## config.mk

```make
export PLATFORM = sky130hd
export DESIGN_NAME = spced_top
export DESIGN_NICKNAME = d
export VERILOG_FILES = /design/src/hw/spced_edge_cell.v /design/src/hw/spced_top.v
export VERILOG_INCLUDE_DIRS = /design/src /design/src/hw
export SDC_FILE = /design/constraint.sdc
export NUM_CORES = 1
export LEC_CHECK = 0
export ABC_AREA = 0
export BUFFER_PORTS_ARGS = -buffer_cell sky130_fd_sc_hd__buf_2
export CELL_PAD_IN_SITES_DETAIL_PLACEMENT = 1
export CELL_PAD_IN_SITES_GLOBAL_PLACEMENT = 1
export CORE_MARGIN = 4
export CORE_UTILIZATION = 43
export DETAILED_ROUTE_END_ITERATION = 8
export MAX_ROUTING_LAYER = met4
export PLACE_DENSITY_LB_ADDON = 0.3
export RECOVER_POWER = 100
export SLEW_MARGIN = 20
export SYNTH_ARGS = -nofsm -noshare
export SYNTH_HDL_FRONTEND = slang
export SYNTH_SLANG_ARGS = --single-unit
```

## constraint.sdc

```tcl
create_clock -name pclk -period 1.4 [get_ports pclk]
set_input_delay 0.21 -clock pclk [delete_from_list [all_inputs] [get_ports pclk]]
set_output_delay 0.21 -clock pclk [all_outputs]
set_load 0.03 [all_outputs]
```

## src/hw/spced_defs.vh

```
// Register offsets, field positions, reset values for the serial pin control block.
// Assumes inclusion by the design files of this block only.
`ifndef SPCED_DEFS_VH
`define SPCED_DEFS_VH

`define SPCED_OFF_IO_CONTROL 12'h000
`define SPCED_OFF_ARM 12'h004
`define SPCED_OFF_PIN_STATUS 12'h008
`define SPCED_OFF_CHAN_CMD 12'h00c
`define SPCED_OFF_DAISY 12'h010

`define SPCED_IOC_OUT_FN_LO 6
`define SPCED_CCA_ROUTE_LO 8
`define SPCED_DCC_PENDING 1
`define SPCED_DCC_PIN_IE 0
`define SPCED_DCC_MASTER_IE 2

`define SPCED_IOC_RESET 16'h0000
`define SPCED_ARM_RESET 16'h0000
`define SPCED_CCA_RESET 2'h0

`define SPCED_FN_DRIVE 2'h0
`define SPCED_FN_FLOAT 2'h1
`define SPCED_FN_LOW 2'h2
`define SPCED_FN_HIGH 2'h3

`define SPCED_RT_NORMAL 2'h0
`define SPCED_RT_ECHO 2'h1
`define SPCED_RT_PIN_LOOP 2'h2
`define SPCED_RT_INT_LOOP 2'h3

`endif

```

## src/hw/spced_edge_cell.v

```verilog
// One monitored source: edge arm, detection latch, latched flag and frozen level.
// Assumes the level input is already synchronous to pclk.
`timescale 1ns/10ps
module spced_edge_cell (
   input wire pclk,
   input wire presetn,
   input wire soft_reset,
   input wire level,
   input wire arm_fall,
   input wire arm_rise,
   input wire flag_clear,
   output reg flag,
   output reg level_seen,
   output wire set_pulse
);
   reg prev;
   reg detect;
   wire edge_hit;

   // Previous sample for edge compare
   always @(posedge pclk or negedge presetn) begin
      if (!presetn) begin
         prev <= 1'b0;
      end else begin
         prev <= level;
      end
   end

   assign edge_hit = (arm_rise & level & ~prev) | (arm_fall & ~level & prev);
   assign set_pulse = ~flag & detect;

   // Detection latch hidden from software; new edge wins over the hand-off clear
   always @(posedge pclk or negedge presetn) begin
      if (!presetn) begin
         detect <= 1'b0;
      end else if (soft_reset) begin
         detect <= 1'b0;
      end else if (edge_hit) begin
         detect <= 1'b1;
      end else if (set_pulse) begin
         detect <= 1'b0;
      end
   end

   always @(posedge pclk or negedge presetn) begin
      if (!presetn) begin
         flag <= 1'b0;
         level_seen <= 1'b0;
      end else if (soft_reset) begin
         flag <= 1'b0;
         level_seen <= ~level;
      end else if (set_pulse) begin
         flag <= 1'b1;
      end else if (flag && flag_clear) begin
         flag <= 1'b0;
         level_seen <= ~level;
      end else if (!flag) begin
         level_seen <= ~level;
      end
   end
endmodule

```

## src/hw/spced_top.v

```verilog
// Serial pin control: output pin function, tx/rx routing, edge detection status.
// Assumes an APB master on pclk; pins are asynchronous and synchronised here.
//
// Notes on behaviour
// - Output function 00 drives tx data, 01 floats, 10 low, 11 high.
// - Output function resets to 00 so the pin is driven after reset.
// - Routing 00 keeps transmitter and receiver independent on their own pins.
// - Routing 01 copies input pin to output pin under output function 00, transmitter data dropped.
// - Routing 10 feeds receiver from output pin; floating lets outside drive it.
// - Routing 11 feeds transmitter data to receiver regardless of output function.
// - Each pin has rising and falling arm bits; 1 detects, 0 ignores.
// - Arm layout per pin falling then rising, bits 15-4; bits 3-0 other sources.
// - Edge detection works whether pins are inputs or outputs.
// - An armed edge sets a hidden per-pin detection latch.
// - Hardware or software reset clears all latched flags.
// - With flag clear, level bit tracks pin, 1 meaning low.
// - Flag clear and latch set: set flag, clear latch, set pending bit.
// - With flag set, level and flag stay frozen until software writes 1.
// - Writing 1 clears flag; edges seen meanwhile set it again at once.
// - Writing 0 to flags does nothing; level bit writes are ignored.
//
// Chosen here: the register offsets and the APB slave port.
`timescale 1ns/10ps
`include "spced_defs.vh"
module spced_top #(
   parameter NPIN = 6,
   parameter NAUX = 4
) (
   input wire pclk,
   input wire presetn,
   input wire psel,
   input wire penable,
   input wire pwrite,
   input wire [11:0] paddr,
   input wire [31:0] pwdata,
   output reg [31:0] prdata,
   output reg pready,
   output reg pslverr,
   input wire soft_reset,
   input wire rx_data_pin,
   input wire tx_pin_in,
   output reg tx_pin_out,
   output reg tx_pin_oe,
   input wire tx_serial_data,
   output reg rx_serial_data,
   input wire receive_clock_pin,
   input wire transmit_clock_pin,
   input wire receive_request_pin,
   input wire transmit_request_pin,
   input wire carrier_detect_pin,
   input wire clear_to_send_pin,
   input wire [NAUX-1:0] aux_level,
   output reg irq
);
   ////////////////////////////////////////////////////////////////////////
   // Registers
   reg [15:0] io_control;
   reg [15:0] status_interrupt_arm;
   reg [1:0] tx_rx_routing;
   reg pin_interrupt_pending;
   reg pin_irq_enable;
   reg master_irq_enable;

   wire [1:0] output_pin_function;
   wire access;
   wire wr;
   wire [NPIN+NAUX-1:0] flag;
   wire [NPIN+NAUX-1:0] level_seen;
   wire [NPIN+NAUX-1:0] set_pulse;
   wire [NPIN+NAUX-1:0] arm_fall;
   wire [NPIN+NAUX-1:0] arm_rise;
   wire [NPIN+NAUX-1:0] flag_clear;
   wire [NPIN+NAUX-1:0] cell_level;
   wire [15:0] status_word;

   assign output_pin_function = io_control[`SPCED_IOC_OUT_FN_LO+1:`SPCED_IOC_OUT_FN_LO];
   assign access = psel & penable;
   assign wr = access & pwrite;

   ////////////////////////////////////////////////////////////////////////
   // Address selects and strobes shared by the flag and interrupt paths
   wire sel_pin_status;
   wire sel_daisy;
   wire daisy_write;
   wire pin_pending_set;
   wire irq_request;

   assign sel_pin_status = (paddr == `SPCED_OFF_PIN_STATUS);
   assign sel_daisy = (paddr == `SPCED_OFF_DAISY);
   assign daisy_write = wr & sel_daisy;
   // Only the six pins feed the shared pending bit; aux flags stay local
   assign pin_pending_set = |set_pulse[NPIN+NAUX-1:NAUX];
   // Pending stays readable to software whatever the enables say
   assign irq_request = pin_interrupt_pending & pin_irq_enable & master_irq_enable;

   ////////////////////////////////////////////////////////////////////////
   // Pin synchronisers, pin order receive clock down to clear-to-send
   reg [NPIN-1:0] pin_meta;
   reg [NPIN-1:0] pin_sync;
   reg [1:0] rx_meta;
   reg [1:0] rx_sync;
   wire [NPIN-1:0] pin_raw;

   // Pins sampled in any direction; no gate on the configured function
   assign pin_raw = {receive_clock_pin,
                     transmit_clock_pin,
                     receive_request_pin,
                     transmit_request_pin,
                     carrier_detect_pin,
                     clear_to_send_pin};

   always @(posedge pclk or negedge presetn) begin
      if (!presetn) begin
         // Idle high, so arming after reset meets no false edge
         pin_meta <= {NPIN{1'b1}};
         pin_sync <= {NPIN{1'b1}};
         rx_meta <= 2'h3;
         rx_sync <= 2'h3;
      end else begin
         pin_meta <= pin_raw;
         pin_sync <= pin_meta;
         rx_meta <= {tx_pin_in, rx_data_pin};
         rx_sync <= rx_meta;
      end
   end

   ////////////////////////////////////////////////////////////////////////
   // Output pin and routing
   reg next_tx_out;
   reg next_tx_oe;
   reg next_rx_data;
   reg echo_src;

   // Echo adds the two sync stages to the pin-to-pin delay
   always @* begin
      echo_src = (tx_rx_routing == `SPCED_RT_ECHO) ? rx_sync[0] : tx_serial_data;
      next_tx_out = 1'b1;
      next_tx_oe = 1'b1;
      case (output_pin_function)
         `SPCED_FN_DRIVE: next_tx_out = echo_src;
         // Float keeps the data high so a later drive starts from idle
         `SPCED_FN_FLOAT: next_tx_oe = 1'b0;
         `SPCED_FN_LOW: next_tx_out = 1'b0;
         `SPCED_FN_HIGH: next_tx_out = 1'b1;
         default: next_tx_oe = 1'b0;
      endcase
      case (tx_rx_routing)
         `SPCED_RT_NORMAL: next_rx_data = rx_sync[0];
         `SPCED_RT_ECHO: next_rx_data = rx_sync[0];
         // Pin level seen back through the pad, floating lets a remote drive it
         `SPCED_RT_PIN_LOOP: next_rx_data = rx_sync[1];
         // Internal loop bypasses the pad, so the output function has no say
         `SPCED_RT_INT_LOOP: next_rx_data = tx_serial_data;
         default: next_rx_data = rx_sync[0];
      endcase
   end

   always @(posedge pclk or negedge presetn) begin
      if (!presetn) begin
         tx_pin_out <= 1'b1;
         tx_pin_oe <= 1'b1;
         rx_serial_data <= 1'b1;
      end else begin
         tx_pin_out <= next_tx_out;
         tx_pin_oe <= next_tx_oe;
         rx_serial_data <= next_rx_data;
      end
   end

   ////////////////////////////////////////////////////////////////////////
   // Edge cells; six pins then four internal sources
   // Aux levels come from this clock, so they skip the synchronisers
   assign cell_level = {pin_sync, aux_level};

   genvar gi;
   generate
      for (gi = 0; gi < NPIN + NAUX; gi = gi + 1) begin : g_cell
         if (gi >= NAUX) begin : g_pin
            assign arm_fall[gi] = status_interrupt_arm[2*gi-NAUX+1];
            assign arm_rise[gi] = status_interrupt_arm[2*gi-NAUX];
            assign flag_clear[gi] = wr && sel_pin_status &&
                                    pwdata[2*gi-NAUX+1];
            assign status_word[2*gi-NAUX+1] = flag[gi];
            assign status_word[2*gi-NAUX] = level_seen[gi];
         end else begin : g_aux
            // Internal sources are pulses; rising edge arms them
            assign arm_fall[gi] = 1'b0;
            assign arm_rise[gi] = status_interrupt_arm[gi];
            assign flag_clear[gi] = wr && sel_pin_status &&
                                    pwdata[gi];
            assign status_word[gi] = flag[gi];
         end
         spced_edge_cell u_cell (
            .pclk(pclk),
            .presetn(presetn),
            .soft_reset(soft_reset),
            .level(cell_level[gi]),
            .arm_fall(arm_fall[gi]),
            .arm_rise(arm_rise[gi]),
            .flag_clear(flag_clear[gi]),
            .flag(flag[gi]),
            .level_seen(level_seen[gi]),
            .set_pulse(set_pulse[gi])
         );
      end
   endgenerate

   ////////////////////////////////////////////////////////////////////////
   // APB register writes
   // Software reset outranks a write landing in the same cycle
   always @(posedge pclk or negedge presetn) begin
      if (!presetn) begin
         io_control <= `SPCED_IOC_RESET;
         status_interrupt_arm <= `SPCED_ARM_RESET;
         tx_rx_routing <= `SPCED_CCA_RESET;
         pin_irq_enable <= 1'b0;
         master_irq_enable <= 1'b0;
      end else if (soft_reset) begin
         io_control <= `SPCED_IOC_RESET;
         status_interrupt_arm <= `SPCED_ARM_RESET;
         tx_rx_routing <= `SPCED_CCA_RESET;
         pin_irq_enable <= 1'b0;
         master_irq_enable <= 1'b0;
      end else if (wr) begin
         case (paddr)
            `SPCED_OFF_IO_CONTROL: io_control <= pwdata[15:0];
            `SPCED_OFF_ARM: status_interrupt_arm <= pwdata[15:0];
            `SPCED_OFF_CHAN_CMD:
               tx_rx_routing <= pwdata[`SPCED_CCA_ROUTE_LO+1:`SPCED_CCA_ROUTE_LO];
            `SPCED_OFF_DAISY: begin
               pin_irq_enable <= pwdata[`SPCED_DCC_PIN_IE];
               master_irq_enable <= pwdata[`SPCED_DCC_MASTER_IE];
            end
            // Unmapped writes are dropped; the response flags them with pslverr
            default: io_control <= io_control;
         endcase
      end
   end

   ////////////////////////////////////////////////////////////////////////
   // Pin interrupt pending and request
   // Pending bit: new event wins over a same-cycle software clear
   always @(posedge pclk or negedge presetn) begin
      if (!presetn) begin
         pin_interrupt_pending <= 1'b0;
      end else if (soft_reset) begin
         pin_interrupt_pending <= 1'b0;
      end else if (pin_pending_set) begin
         pin_interrupt_pending <= 1'b1;
      end else if (daisy_write) begin
         pin_interrupt_pending <= pwdata[`SPCED_DCC_PENDING];
      end
   end

   always @(posedge pclk or negedge presetn) begin
      if (!presetn) begin
         irq <= 1'b0;
      end else begin
         irq <= irq_request;
      end
   end

   ////////////////////////////////////////////////////////////////////////
   // APB read and response, one wait-free access phase
   // Reads have no side effects; flags clear only on a written 1
   reg [31:0] next_rdata;
   reg next_err;

   always @* begin
      next_rdata = 32'h00000000;
      next_err = 1'b0;
      case (paddr)
         `SPCED_OFF_IO_CONTROL: next_rdata = {16'h0000, io_control};
         `SPCED_OFF_ARM: next_rdata = {16'h0000, status_interrupt_arm};
         `SPCED_OFF_PIN_STATUS: next_rdata = {16'h0000, status_word};
         `SPCED_OFF_CHAN_CMD: next_rdata = {22'h000000, tx_rx_routing, 8'h00};
         `SPCED_OFF_DAISY: next_rdata = {29'h00000000, master_irq_enable,
                                         pin_interrupt_pending, pin_irq_enable};
         default: next_err = 1'b1;
      endcase
   end

   // Zero wait states: pready answers the setup cycle one edge later
   always @(posedge pclk or negedge presetn) begin
      if (!presetn) begin
         prdata <= 32'h00000000;
         pready <= 1'b0;
         pslverr <= 1'b0;
      end else begin
         pready <= psel & ~penable;
         pslverr <= psel & ~penable & next_err;
         if (psel && !penable && !pwrite) begin
            prdata <= next_rdata;
         end
      end
   end
endmodule

```

# After elaboration in Yosys (flattened, before gate mapping)
# Cells that the tools add are included.
# totals
reg_bits	127
latch_bits	0
ramBits	0
mem_bits_ro	0
output_inout_bits	38
n_memories	0
# op_classes
add_sub_neg	0
mul	0
n_div	0
order_cmp	0
n_eq_ne	21
shift	0
muxes	108
bitwise_logic	82
reduce_logical	67
# op_table
cell	n
2-to-1 mux 1 bit	96
2-to-1 mux 16 bit	6
case mux 16 bit (5 select lines)	1
nonzero test 3 bit	21
AND 1 bit	49
inverter 1 bit	27
== test 12 x 4 -> 1 bit, second input constant	2
logical AND 1 bit	23
AND reduction 2 bit	10
!= test 3 bit, second input constant	6
== test 12 x 3 -> 1 bit, second input constant	1
== test 12 x 5 -> 1 bit, second input constant	1
zero test 12 bit	1
!= test 2 bit, second input constant	6
nonzero test 2 bit	5
== test 2 bit, second input constant	3
2-to-1 mux 2 bit	3
bitwise OR 1 bit	6
OR reduction 6 bit	1
OR reduction 5 bit	1
== test 2 x 1 -> 1 bit, second input constant	2
zero test 2 bit	2
case mux 1 bit (3 select lines)	1
zero test 1 bit	2
2 further kinds	2

# Logic depth before layout (Yosys ltp)
# depth
depth_word	8
mapped_depth	7

# Modules after synthesis
# Synthesis repeated with hierarchy kept, for this count alone.
# unflattened
hier_cells	472
area_unflattened_um2	5357.6
# modules_own_cells
module	instances	cells_each	area_per_inst_um2
spced_top	1	332	3718.6
spced_edge_cell	10	14	163.9

# Worst setup path before layout
# OpenSTA, ideal clock, no wires.
# synth_timing
path_kind	input port to flip-flop
start	in paddr[9]
end	reg io_control[10]
setup_ps	132
arrival_ps	1846
path_slack_ps	-578
cell_stages	6
cell_sequence	or4_4 buf_6 nor4_4 buf_6 mux2i_1 nor2_1
# synth_between
elab_chain_cells	3
# synth_rtl
element	line	rtl
start, declared	spced_top.v:34	input wire [11:0] paddr,
zero test 12 bit	spced_top.v:225	case (paddr)
nonzero test 2 bit (no line)	n/a	
AND reduction 2 bit (no line)	n/a	
end signal, assigned	spced_top.v:219	io_control <= `SPCED_IOC_RESET;
end signal, assigned	spced_top.v:226	`SPCED_OFF_IO_CONTROL: io_control <= pwdata[15:0];
end signal, assigned	spced_top.v:235	default: io_control <= io_control;
end, declared	spced_top.v:57	reg [15:0] io_control;
# No other way between the ends.
# A chain may end at the register's enable or synchronous reset.

# Worst setup path in the final report
# layout_timing
start	in paddr[3]
end	reg io_control[9]
# The elaborated chain is that of the path after synthesis.

==> out/metrics.csv <==
stage,metric,value,unit
logic_synthesis,ys_ff_latch,111,
floorplan,die-area,13350,µm²
critical_path,cp-end-kind,flip-flop,
place,place_congestion,0.8015,
critical_path,cp-start-kind,input port,
timing,drv_slew,0,
logic_synthesis,synth_edf_count,0,
layout,layout_commonest_cell,dfrtp_1,
logic_synthesis,synthDistinctLibCells,44,
layout,n_fill_cell,1223,
timing,worst_pin_slew,957.2,ps
floorplan,ioPinCount,101,
floorplan,fp.dieW,115.5,µm
hold_path,hold_path_class,in -> reg,
timing,setup_viol,52,
timing,timing.fmax,663.7,MHz
route,routed_wl,13.72,mm
power_and_ir_drop,power_switching,1.523,mW
clock_tree,cts_tree,done,
clock_tree,clkLatencyLatePin,360,ps
clock_tree,cts_htree_levels,3,
layout,drive_gt1_share,26.80,%
timing,setup_slack,-106.7,ps
timing,clock-skew-final,6.210,ps
power_and_ir_drop,power_density,1035,nW/µm²
logic_synthesis,yosysSeqAreaShare,56.34,%
global_routing,track_usage,21.48,%
clock_tree,cts.sinks,111,
flow_run,max_cap_violations,0,
layout,layout.nets,599,
route,ant_nets,0,
timing,rsz0062_at_grt,yes,
timing,final_hold_viol_count,0,
layout,final_util,55.27,%
power_and_ir_drop,p_seq_share,50.8,%
floorplan,start_util,43.73,%
power_and_ir_drop,p_leak,2.757,nW
place,port_buffers,68,
critical_path,crit_required,1630,ps
clock_tree,clk_pin_slew,70,ps
logic_synthesis,netlist_area,4972,µm²
place,dpl_worst_slack,-453.7,ps
timing,min_period,1507,ps
status,violations,setup timing,
logic_synthesis,synth_area_per_cell,11.56,µm²
clock_tree,cts_buffer_depth,2,
route,wire_per_inst,20.06,µm
layout,multi_input_area,2116,µm²
layout,diodes,0,
power_and_ir_drop,p_int,4.978,mW
timing,timing.hold.ws,120.2,ps
route,drtIter0Drc,254,
timing,min_period_over_period,107.6,%
floorplan,core,11370,µm²
logic_synthesis,ys_warn_count,0,
layout,syn2layout_area_growth,26.37,%
global_routing,grt_pass1_wl,21.12,mm
logic_synthesis,synth_flop_cell,dfrtp_1,
global_routing,grt_overflow,0,
critical_path,worst_ep_arrival_time,1740,ps
global_routing,antenna_found_initial,0,
timing,relSlewSlack,36.18,%
hold_path,min_from,pwdata[3],
floorplan,die_h,115.5,µm
floorplan,num_rows,39,
status,outcome,"finished, violations left",
layout,ff_latch_area,2801,µm²
logic_synthesis,ys_async_sr_fraction,100.0,%
place,dp_hpwl,8.542,mm
critical_path,r2r-start,master_irq_enable,
critical_path,crit_fanout,16,
critical_path,cp-startpoint,paddr[3],
critical_path,path_class,in -> reg,
power_and_ir_drop,swShare,23.43,%
global_routing,grt_pass1_vias,3978,
clock_tree,clockRootBuffer,clkbuf_16,
clock_tree,cts_buffers,9,
power_and_ir_drop,comb_power_share,7.5,%
power_and_ir_drop,clkPwrFrac,41.7,%
layout,final_cell_mix,"dfrtp_1, mux2i_1, nor2_1",
route,via_per_inst,5.421,
route,dr.pass1.iters,4,
power_and_ir_drop,peakVddDrop,798.9,µV
route,drc,0,
global_routing,grt_max_degree,73,
logic_synthesis,syn_inst,430,
route,dr_total_vias,3708,
metrics by stage:
step | cells | setup TNS [ps] | instance area, µm² | power, mW
6_report | 684 | -2429 | 6284 | 6.501
4_1_cts | 681 | -1123 | 6203 | 6.554
5_1_grt | 684 | -8715 | 6284 | 6.746
3_5_place_dp | 649 | -25950 | 5645 | 3.818
3_3_place_gp | 649 | -23810 | 5645 | 3.803
2_1_floorplan | 445 | -19660 | 5087 | 3.605
flip-flops by register name (all words and copies together) (netlist names), 2 cells and up:
name / cells
g_cell.u_cell.prev: 10
io_control: 16
pin_meta: 6
rx_meta: 2
rx_sync: 2
g_cell.u_cell.flag: 10
pin_sync: 6
g_cell.u_cell.level_seen: 6
tx_rx_routing: 2
prdata: 16
status_interrupt_arm: 16
g_cell.u_cell.detect: 10
power groups by stage:
stage                     Sequential, mW  Clock, mW  Combinational (mW)
after floorplan                     3.37          0               0.232
after global placement              3.36          0               0.441
after detailed placement            3.37          0               0.450
after CTS                           3.31       2.76               0.491
after global routing                3.31       2.91               0.531
final                               3.30       2.71               0.486
critical path: stages:
cell and delay (ps):
buf_6 90, or4_4 550, nor4_4 330, buf_12 220
mux2i_1 250, nor2_1 70
cells by family (layout without fill, tap and decap cells):
group                  Yosys count  in the layout  share of synthesized area, %
and+or+nand+nor                133            133                         14.19
AOI/OAI and AO/OA               71             71                         10.82
buffers and inverters           53            149                         5.712
DFF                            111            111                         56.34
muxes                           61             61                         12.86
other                            1             16                       0.07542
per-layer routing:
| layer | global-route usage [%] | wire, µm |
|---|---|---|
| met4 | 6.651 | 199 |
| met1 | 26.43 | 5895 |
| met2 | 36.23 | 6993 |
| met5 | - | 0 |
| met3 | 3.760 | 636 |
path summary, 6_finish.rpt:
| check | slack (ps) | cells after the start | endpoint |
|---|---|---|---|
| max | -110 | 6 | io_control[9] |
| min | 120 | 2 | g_cell[3].u_cell.flag |
| max reg2reg | 150 | 3 | prdata[2] |
| min reg2reg | 350 | 0 | rx_sync[1] |
| max in group asynchronous | 160 | 3 | status_interrupt_arm[7] |
| min in group asynchronous | 630 | 3 | pslverr |
cell usage after synthesis (all sizes together), types with 3 or more instances:
library cell | number | area [µm²]
dfrtp | 92 | 2302
mux2i | 56 | 560.5
nor2 | 40 | 150.1
nand2b | 36 | 225.2
nand2 | 29 | 108.9
buf | 26 | 182.7
dfstp | 19 | 499.2
inv | 14 | 52.55
clkbuf | 13 | 48.80
a21oi | 12 | 60.06
a2bb2oi | 10 | 87.58
o2bb2ai | 10 | 87.58
o21bai | 7 | 52.55
o22ai | 7 | 43.79
a22o | 6 | 52.55
a41oi | 6 | 52.55
a311oi | 4 | 35.03
a32o | 4 | 40.04
nand3 | 4 | 20.02
nor4 | 4 | 52.55
o21ai | 4 | 20.02
mux2 | 3 | 33.78
nor2b | 3 | 18.77
nor3 | 3 | 15.01
area by class of cell:
type,count,area share (%)
Sequential cell,111,44.58
Tap cell,143,2.847
Clock buffer,13,4.301
Multi-Input combinational cell,281,33.67
Clock inverter,3,0.6372
Timing Repair Buffer,119,13.12
Inverter,14,0.8363
repair_timing:
item,in CTS,in global routing
endpoints found under the setup margin,49,56
hold buffers,13,0
buffers inserted,2,1
pin swaps,1,8
resized for setup,16,29
hold endpoints to repair,104,0
cloned,1,2
Note: power is estimated with default switching activity, not from simulation.
